`src/core/socket_status_pkg.sv`:
```
package socket_status_pkg;

    // ------------------------------------------------------------
    // register map
    // ------------------------------------------------------------
    localparam logic [7:0] EVENT_OFFSET = 8'h00;
    localparam logic [7:0] STATUS_OFFSET = 8'h08;
    localparam logic [7:0] FORCE_OFFSET = 8'h0C;
    localparam logic [7:0] CONTROL_OFFSET = 8'h40;

    // ------------------------------------------------------------
    // status, force and control word bit positions
    // ------------------------------------------------------------
    localparam int BIT_SUPPLIES_YY = 31;
    localparam int BIT_SUPPLIES_XX = 30;
    localparam int BIT_SUPPLIES_THREE = 29;
    localparam int BIT_SUPPLIES_FIVE = 28;
    localparam int BIT_ACCEPT_LO = 10;
    localparam int BIT_INVALID_SUPPLY = 9;
    localparam int BIT_REMOVAL_LOSS = 8;
    localparam int BIT_UNKNOWN_CARD = 7;
    localparam int BIT_READY_IRQ = 6;
    localparam int BIT_CARDBUS = 5;
    localparam int BIT_SIXTEEN = 4;
    localparam int BIT_POWER = 3;
    localparam int BIT_DETECT_TWO = 2;
    localparam int BIT_DETECT_ONE = 1;
    localparam int BIT_STATUS_CHANGE = 0;
    localparam int BIT_FORCE_RETEST = 14;
    localparam int BIT_CTRL_NO_THREE = 6;

    // ------------------------------------------------------------
    // reset values
    // ------------------------------------------------------------
    localparam logic [3:0] ACCEPT_RESET = 4'h0;
    localparam logic [3:0] EVENT_RESET = 4'h0;
    localparam logic [31:0] UNMAPPED_READ = 32'h0000_0000;

    // ------------------------------------------------------------
    // carriers
    // ------------------------------------------------------------
    typedef struct packed {
        logic readyIrq;
        logic detectTwo;
        logic detectOne;
        logic statusChange;
    } card_pins_s;

    typedef struct packed {
        logic [3:0] accepts;
        logic cardBus;
        logic sixteenBit;
        logic unknown;
    } card_info_s;

    typedef enum logic [1:0] {
        IDLE,
        IDENTIFY,
        SETTLE
    } ident_e;

endpackage : socket_status_pkg

```
`src/core/sync_event_edge.sv`:
```
`timescale 1ns/100ps
`default_nettype none

// level to change pulse; cardbus mode filters out falling edges
module sync_event_edge (
    input wire logic clk_sys,
    input wire logic rst_n,
    input wire logic clkEn,
    input wire logic level,
    input wire logic risingOnly,
    output logic changed
);
    logic last;

    always_ff @(posedge clk_sys) begin
        if (!rst_n) begin
            last <= 1'b0;
        end else if (clkEn) begin
            last <= level;
        end
    end

    assign changed = clkEn && (level != last) && (!risingOnly || level);
endmodule : sync_event_edge

`default_nettype wire

```
`src/core/socket_present_state_status.sv`:
```
// Strobed register access was decided locally.
`timescale 1ns/100ps
`default_nettype none

// How it works
// - status word sits at offset 08h
// - bit 28 five-volt capability reads one
// - bit 29 one unless control bit six
// - bits 31 and 30 read zero
// - bits 27 to 14 read zero
// - card voltage bits, settable by force
// - card info captured at insertion or retest
// - detect changes hidden during identification
// - bit 9 invalid supply request flag
// - bit 8 removal data loss flag
// - bit 7 unknown card, held until valid
// - bit 6 mirrors ready/irq pin
// - bits 5,4 card type held until insertion, retest or force write
// - bit 3 read/write power state
// - bits 2,1 mirror detect pins
// - bit 0 mirrors status-change pin
// - force writes show in status word
// - power/detect changes set event bits
// - cardbus rising edge, 16-bit both edges
// - retest force reinterrogates and refreshes
module socket_present_state_status #(
    parameter int IDENT_CYCLES = 4
) (
    input wire logic clk_sys,
    input wire logic rst_n,
    input wire logic clkEn,
    input wire logic [7:0] addr,
    input wire logic [31:0] wrData,
    input wire logic wrStrobe,
    input wire logic rdStrobe,
    output logic [31:0] rdData,
    input wire socket_status_pkg::card_pins_s pins,
    input wire socket_status_pkg::card_info_s probeInfo,
    input wire logic probeValid,
    input wire logic badSupplyReq,
    input wire logic removalLoss,
    output logic powerControlEnable,
    output logic identifying
);
    import socket_status_pkg::*;

    initial begin
        if (IDENT_CYCLES < 1 || IDENT_CYCLES > 255) begin
            $error("IDENT_CYCLES out of range");
        end
    end

    // ------------------------------------------------------------
    // decode
    // ------------------------------------------------------------
    function automatic logic hit(input logic [7:0] a, input logic [7:0] off);
        return a == off;
    endfunction : hit

    logic wrStatus, wrForce, wrEvent, wrCtrl;
    assign wrStatus = clkEn && wrStrobe && hit(addr, STATUS_OFFSET);
    assign wrForce = clkEn && wrStrobe && hit(addr, FORCE_OFFSET);
    assign wrEvent = clkEn && wrStrobe && hit(addr, EVENT_OFFSET);
    assign wrCtrl = clkEn && wrStrobe && hit(addr, CONTROL_OFFSET);

    // ------------------------------------------------------------
    // identification sequence
    // ------------------------------------------------------------
    ident_e state;
    logic [7:0] identCount;
    logic insertEdge, cardPresent, lastPresent;
    logic retest;
    assign cardPresent = !pins.detectOne && !pins.detectTwo;
    assign retest = wrForce && wrData[BIT_FORCE_RETEST];
    assign insertEdge = clkEn && cardPresent && !lastPresent;
    assign identifying = state != IDLE;

    always_ff @(posedge clk_sys) begin
        if (!rst_n) begin
            lastPresent <= 1'b0;
        end else if (clkEn) begin
            lastPresent <= cardPresent;
        end
    end

    always_ff @(posedge clk_sys) begin
        if (!rst_n) begin
            state <= IDLE;
            identCount <= 8'h00;
        end else if (clkEn) begin
            unique case (state)
                IDLE: begin
                    if (insertEdge || retest) begin
                        state <= IDENTIFY;
                        identCount <= 8'(IDENT_CYCLES);
                    end
                end
                IDENTIFY: begin
                    if (probeValid) begin
                        state <= SETTLE;
                    end
                end
                SETTLE: begin
                    if (identCount == 8'h01) begin
                        state <= IDLE;
                    end
                    identCount <= identCount - 8'h01;
                end
                default: state <= IDLE;
            endcase
        end
    end

    // ------------------------------------------------------------
    // captured card information
    // ------------------------------------------------------------
    card_info_s info;
    logic captureNow;
    assign captureNow = clkEn && state == IDENTIFY && probeValid;

    always_ff @(posedge clk_sys) begin
        if (!rst_n) begin
            info.accepts <= ACCEPT_RESET;
            info.cardBus <= 1'b0;
            info.sixteenBit <= 1'b0;
            info.unknown <= 1'b0;
        end else if (captureNow) begin
            info.accepts <= probeInfo.accepts;
            info.cardBus <= probeInfo.cardBus;
            info.sixteenBit <= probeInfo.sixteenBit;
            info.unknown <= probeInfo.unknown;
        end else if (wrForce) begin
            info.accepts <= info.accepts | wrData[BIT_ACCEPT_LO +: 4];
            info.cardBus <= wrData[BIT_CARDBUS];
            info.sixteenBit <= wrData[BIT_SIXTEEN];
            info.unknown <= wrData[BIT_UNKNOWN_CARD];
        end
    end

    // ------------------------------------------------------------
    // error flags
    // ------------------------------------------------------------
    logic invalidSupply, removalLossFlag;

    // set by hardware, force writes; set wins
    always_ff @(posedge clk_sys) begin
        if (!rst_n) begin
            invalidSupply <= 1'b0;
        end else if (clkEn && badSupplyReq) begin
            invalidSupply <= 1'b1;
        end else if (wrForce) begin
            invalidSupply <= wrData[BIT_INVALID_SUPPLY];
        end
    end

    always_ff @(posedge clk_sys) begin
        if (!rst_n) begin
            removalLossFlag <= 1'b0;
        end else if (clkEn && removalLoss) begin
            removalLossFlag <= 1'b1;
        end else if (wrForce) begin
            removalLossFlag <= wrData[BIT_REMOVAL_LOSS];
        end
    end

    // ------------------------------------------------------------
    // power state and control
    // ------------------------------------------------------------
    logic powerState, noThreeVolt;

    always_ff @(posedge clk_sys) begin
        if (!rst_n) begin
            powerState <= 1'b0;
        end else if (wrStatus) begin
            powerState <= wrData[BIT_POWER];
        end
    end

    always_ff @(posedge clk_sys) begin
        if (!rst_n) begin
            noThreeVolt <= 1'b0;
        end else if (wrCtrl) begin
            noThreeVolt <= wrData[BIT_CTRL_NO_THREE];
        end
    end

    always_ff @(posedge clk_sys) begin
        if (!rst_n) begin
            powerControlEnable <= 1'b1;
        end else if (retest) begin
            powerControlEnable <= 1'b1;
        end else if (wrForce && |wrData[BIT_ACCEPT_LO +: 4]) begin
            powerControlEnable <= 1'b0;
        end
    end

    // ------------------------------------------------------------
    // detect pins, frozen while identifying
    // ------------------------------------------------------------
    logic detectOne, detectTwo;

    always_ff @(posedge clk_sys) begin
        if (!rst_n) begin
            detectOne <= 1'b1;
            detectTwo <= 1'b1;
        end else if (clkEn && !identifying && !insertEdge) begin
            detectOne <= pins.detectOne;
            detectTwo <= pins.detectTwo;
        end
    end

    // ------------------------------------------------------------
    // events
    // ------------------------------------------------------------
    logic [3:0] events, changes;
    logic lastPower, statusEdge;

    always_ff @(posedge clk_sys) begin
        if (!rst_n) begin
            lastPower <= 1'b0;
        end else if (clkEn) begin
            lastPower <= powerState;
        end
    end

    sync_event_edge u_change_edge (
        .clk_sys(clk_sys),
        .rst_n(rst_n),
        .clkEn(clkEn),
        .level(pins.statusChange),
        .risingOnly(info.cardBus),
        .changed(statusEdge)
    );

    always_comb begin
        changes[BIT_STATUS_CHANGE] = statusEdge;
        changes[BIT_POWER] = clkEn && (powerState != lastPower);
        changes[BIT_DETECT_TWO] = clkEn && (detectTwo != pins.detectTwo) && !identifying;
        changes[BIT_DETECT_ONE] = clkEn && (detectOne != pins.detectOne) && !identifying;
    end

    always_ff @(posedge clk_sys) begin
        if (!rst_n) begin
            events <= EVENT_RESET;
        end else if (clkEn) begin
            events <= changes
                | (wrForce ? wrData[3:0] : 4'h0)
                | (events & ~(wrEvent ? wrData[3:0] : 4'h0));
        end
    end

    // ------------------------------------------------------------
    // read path
    // ------------------------------------------------------------
    logic [31:0] statusWord;

    always_comb begin
        statusWord = 32'h0000_0000;
        statusWord[BIT_SUPPLIES_FIVE] = 1'b1;
        statusWord[BIT_SUPPLIES_THREE] = !noThreeVolt;
        statusWord[BIT_ACCEPT_LO +: 4] = info.accepts;
        statusWord[BIT_INVALID_SUPPLY] = invalidSupply;
        statusWord[BIT_REMOVAL_LOSS] = removalLossFlag;
        statusWord[BIT_UNKNOWN_CARD] = info.unknown;
        statusWord[BIT_READY_IRQ] = pins.readyIrq;
        statusWord[BIT_CARDBUS] = info.cardBus;
        statusWord[BIT_SIXTEEN] = info.sixteenBit;
        statusWord[BIT_POWER] = powerState;
        statusWord[BIT_DETECT_TWO] = detectTwo;
        statusWord[BIT_DETECT_ONE] = detectOne;
        statusWord[BIT_STATUS_CHANGE] = pins.statusChange;
    end

    always_ff @(posedge clk_sys) begin
        if (!rst_n) begin
            rdData <= UNMAPPED_READ;
        end else if (clkEn && rdStrobe) begin
            unique case (addr)
                STATUS_OFFSET: rdData <= statusWord;
                EVENT_OFFSET: rdData <= {28'h000_0000, events};
                CONTROL_OFFSET: rdData <= {25'h000_0000, noThreeVolt, 6'h00};
                default: rdData <= UNMAPPED_READ;
            endcase
        end else if (clkEn) begin
            rdData <= UNMAPPED_READ;
        end
    end
endmodule : socket_present_state_status

`default_nettype wire

```
`config.mk`:
```
export PLATFORM = sky130hd
export DESIGN_NAME = socket_present_state_status
export DESIGN_NICKNAME = d
export VERILOG_FILES = /design/src/core/socket_status_pkg.sv /design/src/core/sync_event_edge.sv /design/src/core/socket_present_state_status.sv
export SDC_FILE = /design/constraint.sdc
export NUM_CORES = 1
export LEC_CHECK = 0
export ABC_CLOCK_PERIOD_IN_PS = 2500
export BUFFER_PORTS_ARGS = -buffer_cell sky130_fd_sc_hd__buf_2
export CAP_MARGIN = 30
export CORE_UTILIZATION = 52
export DETAILED_ROUTE_END_ITERATION = 7
export GPL_TIMING_DRIVEN = 0
export HOLD_SLACK_MARGIN = 0.12
export PLACE_DENSITY_LB_ADDON = 0.1
export SLEW_MARGIN = 0
export SYNTH_ARGS = -nofsm -noshare
export SYNTH_HDL_FRONTEND = slang
export SYNTH_SLANG_ARGS = --single-unit
```
`constraint.sdc`:
```
create_clock -name clk_sys -period 2.5 [get_ports clk_sys]
set_input_delay 0.25 -clock clk_sys [delete_from_list [all_inputs] [get_ports clk_sys]]
set_output_delay 0.25 -clock clk_sys [all_outputs]
set_load 0.01 [all_outputs]
```
==> results of run 1 <==
state kept, by name, indices dropped and copies added, names as in the netlist, 2 cells and up:
register / count
events: 4
identCount: 8
info: 7
rdData: 16
state: 2
worst reg2reg max path, delay by kind of cell (launching register included):
kind,cells,cell delay [ps]
multiplexers,1,360
AND/OR/NAND/NOR,2,810
AO/OA/AOI/OAI,1,130
flip-flops,1,350
how the worst max path moves through the flow:
stage	from	end	slack (ps)	depth (start not counted)
2_1_floorplan	identCount[4]	identCount[7]	900	4
3_3_place_gp	addr[7]	info[0]	770	7
3_5_place_dp	addr[7]	info[0]	750	7
4_1_cts	identCount[4]	identCount[7]	770	4
5_1_grt	state[1]	info[4]	460	5
6_report	identCount[4]	identCount[7]	770	4
logic make-up (layout without fill, tap and decap cells):
| group | Yosys count | in the layout | synth area share |
|---|---|---|---|
| compound gates | 74 | 74 | 0.197 |
| xor+xnor | 3 | 3 | 0.0116 |
| fa+ha+maj | 2 | 2 | 0.0110 |
| buf+inv | 38 | 104 | 0.101 |
| flops | 47 | 47 | 0.415 |
| mux | 16 | 16 | 0.0711 |
| other cells | 1 | 16 | 0.00165 |
| simple gates | 80 | 80 | 0.192 |
through the flow:
step | util | power, mW
floorplan | - | 0.909
global placement | 0.656 | 0.976
detailed placement | 0.656 | 0.978
CTS | 0.684 | 1.54
global route | 0.684 | 1.61
finish | 0.684 | 1.54
routing by layer:
metal  GRT usage  vias to the layer above  wire (um)
li1            -                     1073          -
met1       0.339                      977       2520
met2       0.387                       81       2440
met3      0.0467                        6        370
met4      0.0703                        0         60
met5           0                        -          0
Yosys cell counts, drive strengths merged (3+ instances only):
master,number
nand4b,3
nor4,4
nor2b,3
clkbuf,8
a22oi,9
nand3,3
buf,21
mux2i,15
o21ai,21
nor3,5
a21oi,25
inv,9
a31oi,5
nor2,20
nand4,5
nand2,23
dfxtp,47
power groups by stage:
stage	Clock (mW)	Combinational, mW	Sequential, mW
after floorplan	0	0.115	0.794
after global placement	0	0.180	0.796
after detailed placement	0	0.181	0.797
after CTS	0.581	0.182	0.779
after global routing	0.621	0.204	0.783
final	0.581	0.183	0.780
area by class of cell:
| cell class | instances | area [um^2] |
|---|---|---|
| fill | 373 | 1290 |
| multi-input combinational | 191 | 1160 |
| sequential | 47 | 941 |
| timing repair buffer | 58 | 290 |
| buffer | 29 | 195 |
| clock buffer | 6 | 82.6 |
| tap | 50 | 62.6 |
| clock inverter | 2 | 35.0 |
| inverter | 9 | 33.8 |
==> metrics.md, run 1 <==
| Metric | Value |
|---|---|
| Initial DRT Pass Iterations | `4` |
| Main synth FF type | `dfxtp_1` |
| Setup TNS | `0 ps` |
| Synth area leader | `dfxtp_1` |
| Final net count | `402` |
| Post-synthesis sequential area ratio | `0.415` |
| Leading cell type in the layout, fill and taps excluded | `buf_2` |
| Detailed-route DRC error count | `0` |
| Post-synth EDFFs | `0` |
| Worst min-delay path class | `in -> reg` |
| CTS Sinks | `47` |
| Worst hold slack | `178 ps` |
| R2R Setup Slk | `770 ps` |
| Clk network pwr share | `0.376` |
| Tmin final | `1730 ps` |
| Post-cts sizing count | `0` |
| Die width | `68.1 um` |
| Hold Path Sink | `noThreeVolt` |
| Async set-reset flop share out of synthesis | `0` |
| CP delay by family, top | `simple AND/OR/NAND/NOR gates` |
| Synth top area share | `0.415` |
| Die H | `68.1 um` |
| H-tree lvl count | `2` |
| Cell area power density | `552 nW/um^2` |
| Initial antenna violation count | `0` |
| Slack of the critical path | `766 ps` |
| Relative slew slack | `0.620` |
| Status | `finished, final reports clean` |
| Worst r2r path cells | `4` |
| Crit Path Max Fanout | `5` |
| CTS Buf Count | `5` |
| Crit start category | `flip-flop` |
| Flop pwr share | `0.505` |
| Num ports | `93` |
| Die ar. | `4630 um^2` |
| Worst-case clock buffer depth | `2` |
| Slew @ Worst Pin | `571 ps` |
| Share of cells above drive strength 1 | `0.272` |
| Arrival time worst endpoint | `1960 ps` |
| Total grt overflow | `0` |
| Routability cong. | `0.847` |
| Area contributors post-synth | `dfxtp_1, mux2i_1, a21oi_1` |
| Total Wirelength | `5.39 mm` |
| Commonest cells after routing, fill and taps aside | `buf_2, dfxtp_1, a21oi_1` |
| Setup Fix Bufs, Post-CTS | `0` |
| Setup WS pre-CTS | `749 ps` |
| Ys Warns | `0` |
| Cell Int Power | `1.17 mW` |
| Post-CTS Hold Fix Bufs | `0` |
| Final Cell Area | `2800 um^2` |
| RSZ-0062 raised after global routing | `no` |
| Post-DP Area | `2680 um^2` |
| Global-route wire length before repair | `8.36 mm` |
| Avg Cell Area, Syn | `8.70 um^2` |
| Hold path cells | `3` |
| 1st-iter DRT viols | `134` |
| Max-slew violations | `0` |
| Final antenna-violating net count | `0` |
| Max_cap viols | `0` |
| Leakage power | `1.24 nW` |
| Sw Ratio | `0.241` |
| Worst path required time | `2730 ps` |
| Slowest stage cell on the critical path | `or4_1` |
| Peak VDD IR | `0.000432 V` |
| Hold Vio Cnt, Final | `0` |
| CTS tree | `done` |
| Via-to-Cell Ratio | `5.45` |
| Initial core utilization | `0.555` |
| Seq cells post-synth | `47` |
| Crit path cell chain | `or4_1 > nor4_1 > mux2_2 > o22ai_1` |
| Vias | `2137` |
| RR Startpoint | `identCount[4]` |
| Max Clk Rate | `577 MHz` |
| Number of global-route vias before repair | `1778` |
| Avg WL per Cell | `13.8 um` |
| Final cell count without fillers | `392` |
| Worst path bufs/invs | `0` |
| # rows | `23` |
| Cell variety after synth | `52` |
| HP Start | `wrData[6]` |
| Period Utilization, post-route | `0.694` |
| Final setup vio count | `0` |
| Synthesized cell area | `2270 um^2` |
| I/O Buffers | `58` |
| Clock root cell | `clkbuf_8` |
| Slowest stage delay, CP | `590 ps` |
| R2R Path End | `identCount[7]` |
| Logic pwr share | `0.119` |
| GR Util All Layers | `0.246` |
| Post-Syn Instances | `261` |
| Clock latency on the worst-skew pair | `300 ps` |
| Layout area overhead | `23.2%` |
| CP Capture Type | `flip-flop` |
| Net Switching | `0.373 mW` |
| Core Region | `4090 um^2` |
| Setup CP Type | `reg -> reg` |
| Dpl hpwl | `3.96 mm` |
| Final clock skew | `5.03 ps` |
| Clock-pin slew on the worst setup and hold paths | `90 ps` |
| Largest net degree at the start of global routing | `15` |
| Placed Cells | `384` |
| Ant. Diodes | `0` |
(Power assumes the default switching activity.)
==> run 2, diff against run 1 <==
Settings changed: ABC_CLOCK_PERIOD_IN_PS 2500 to 1600, CORE_UTILIZATION 52 to 48.
Clock period 2.5 ns to 1.6 ns, I/O delays scaled along.
==> run 2 against run 1 <==
Net effect: the flow now finishes with violations (design-rule violations, negative setup slack); via count grew 3.6%; setup slack worse by 780 ps; final cell count grew 2.8%; global-route usage decreased by 1.3 points; core utilization decreased by 3.1 points; cell area increased by 3.8%; clock skew up 6.5 ps; die area rose by 8.1%; sequential power up 56%; critical endpoint unchanged.
==> metrics.md, run 2 (same netlist as run 1, synthesis figures left out) <==
| Metric | Value |
|---|---|
| Status | `complete, but fails checks` |
| Failing checks | `design-rule violations, negative setup slack` |
| R2R Path End | `identCount[7]` |
| Sw Ratio | `0.264` |
| Clock latency on the worst-skew pair | `300 ps` |
| Post-DP Area | `2680 um^2` |
| Slew @ Worst Pin | `615 ps` |
| Final antenna-violating net count | `0` |
| Hold Vio Cnt, Final | `0` |
| # rows | `24` |
| 1st-iter DRT viols | `126` |
| H-tree lvl count | `2` |
| RR Startpoint | `identCount[2]` |
| FF+latch area | `946 um^2` |
| CTS Sinks | `47` |
| Slowest stage cell on the critical path | `or4_4` |
| Number of global-route vias before repair | `1926` |
| Worst min-delay path class | `in -> reg` |
| Cell Int Power | `1.70 mW` |
| Max_cap viols | `0` |
| Total Wirelength | `5.78 mm` |
| Routability cong. | `0.782` |
| Worst setup path start | `identCount[2]` |
| Final setup vio count | `1` |
| Global-route wire length before repair | `9.14 mm` |
| HP Start | `probeInfo[6]` |
| Setup TNS | `-12.5 ps` |
| Tmin final | `1610 ps` |
| Cell area power density | `796 nW/um^2` |
| Avg WL per Cell | `14.3 um` |
| Detailed-route DRC error count | `12` |
| Layout area overhead | `27.9%` |
| Max-slew violations | `0` |
| Multi-input combinational cell area | `1190 um^2` |
| Crit start category | `flip-flop` |
| Peak VDD IR | `0.000538 V` |
| Worst r2r path cells | `4` |
| Worst hold slack | `124 ps` |
| Clk network pwr share | `0.333` |
| Max Clk Rate | `620 MHz` |
| Share of cells above drive strength 1 | `0.296` |
| Clock root cell | `clkbuf_8` |
| Period Utilization, post-route | `1.01` |
| Flop pwr share | `0.527` |
| Core Region | `4440 um^2` |
| Placed Cells | `386` |
| Final clock skew | `11.6 ps` |
| GR Util All Layers | `0.233` |
| RSZ-0062 raised after global routing | `yes` |
| Via-to-Cell Ratio | `5.49` |
| Leakage power | `1.28 nW` |
| Max reg flops | `16` |
| I/O Buffers | `58` |
| Leading cell type in the layout, fill and taps excluded | `buf_2` |
| Largest Register | `rdData` |
| Setup CP Type | `reg -> reg` |
| Setup WS pre-CTS | `-100 ps` |
| # fillers | `399` |
| Die width | `70.8 um` |
| Final net count | `411` |
| CP endpoint | `identCount[7]` |
| Final cell count without fillers | `403` |
| Hold path cells | `3` |
| Total grt overflow | `0` |
| Arrival time worst endpoint | `1840 ps` |
| Net Switching | `0.610 mW` |
| Dpl hpwl | `4.11 mm` |
| Crit Path Max Fanout | `5` |
| Vias | `2214` |
| Initial antenna violation count | `0` |
| Clock-pin slew on the worst setup and hold paths | `90 ps` |
| R2R Setup Slk | `-10 ps` |
| Initial DRT Pass Iterations | `6` |
| Slack of the critical path | `-12.5 ps` |
| Worst path required time | `1830 ps` |
| Final Cell Area | `2900 um^2` |
| CP Capture Type | `flip-flop` |
| Commonest cells after routing, fill and taps aside | `buf_2, dfxtp_1, a21oi_1` |
| CTS Buf Count | `5` |
| Logic pwr share | `0.140` |
| Worst-case clock buffer depth | `2` |
| Crit path cell chain | `or4_4 > nor4_4 > mux2_4 > o22ai_2` |
| Slowest stage delay, CP | `560 ps` |
| CTS tree | `done` |
| Num ports | `93` |
| Largest regs | `rdData x16, identCount x8, info x7` |
| Die ar. | `5010 um^2` |
| Initial core utilization | `0.511` |
| Die H | `70.8 um` |
| Largest net degree at the start of global routing | `16` |
| Relative slew slack | `0.590` |
| Ant. Diodes | `0` |
==> run 2: worst min path at each step <==
stage	slack, ps	endpoint
floorplan	290	detectOne
global route	150	powerState
CTS	130	info[6]
detailed placement	400	noThreeVolt
global placement	390	noThreeVolt
finish	120	info[6]
==> run 2: area by class of cell <==
cell class	count	share of cell area
multi-input combinational	191	0.411
sequential	47	0.326
timing repair buffer	67	0.128
buffer	29	0.0681
clock buffer	6	0.0284
tap	52	0.0224
inverter	9	0.0116
clock inverter	2	0.00560
==> run 2: worst max-delay path, delay by kind of cell, from the launching register on <==
kind	cells	cell delay, ps
simple gates	2	720
mux	1	330
compound gates	1	130
flops	1	370
==> run 2: what timing repair did <==
| action | in CTS | in global routing |
|---|---|---|
| buffers inserted | 0 | 4 |
| pin swaps | 0 | 1 |
| endpoints found under the setup margin | 3 | 11 |
| hold buffers | 5 | 0 |
| endpoints found under the hold margin | 5 | 0 |
| gates resized for setup | 5 | 8 |
==> run 2: per-layer routing <==
layer  global-route usage  up-vias  share of wire
li1                     -     1082              -
met1                0.318     1035           0.46
met2                0.371       88           0.46
met3               0.0541        9          0.068
met4               0.0622        0          0.011
met5                    0        -              0
==> run 2: metrics by stage <==
stage | power (mW) | util
after floorplan | 1.42 | -
after global placement | 1.53 | 0.603
after detailed placement | 1.53 | 0.603
after CTS | 2.31 | 0.640
after global routing | 2.42 | 0.653
final | 2.31 | 0.653
==> run 2: power by group through the flow <==
stage | clock [mW] | sequential [mW] | combinational, mW
3_3_place_gp | 0 | 1.24 | 0.282
6_report | 0.770 | 1.22 | 0.322
5_1_grt | 0.842 | 1.22 | 0.353
2_1_floorplan | 0 | 1.24 | 0.180
4_1_cts | 0.789 | 1.22 | 0.299
3_5_place_dp | 0 | 1.25 | 0.285
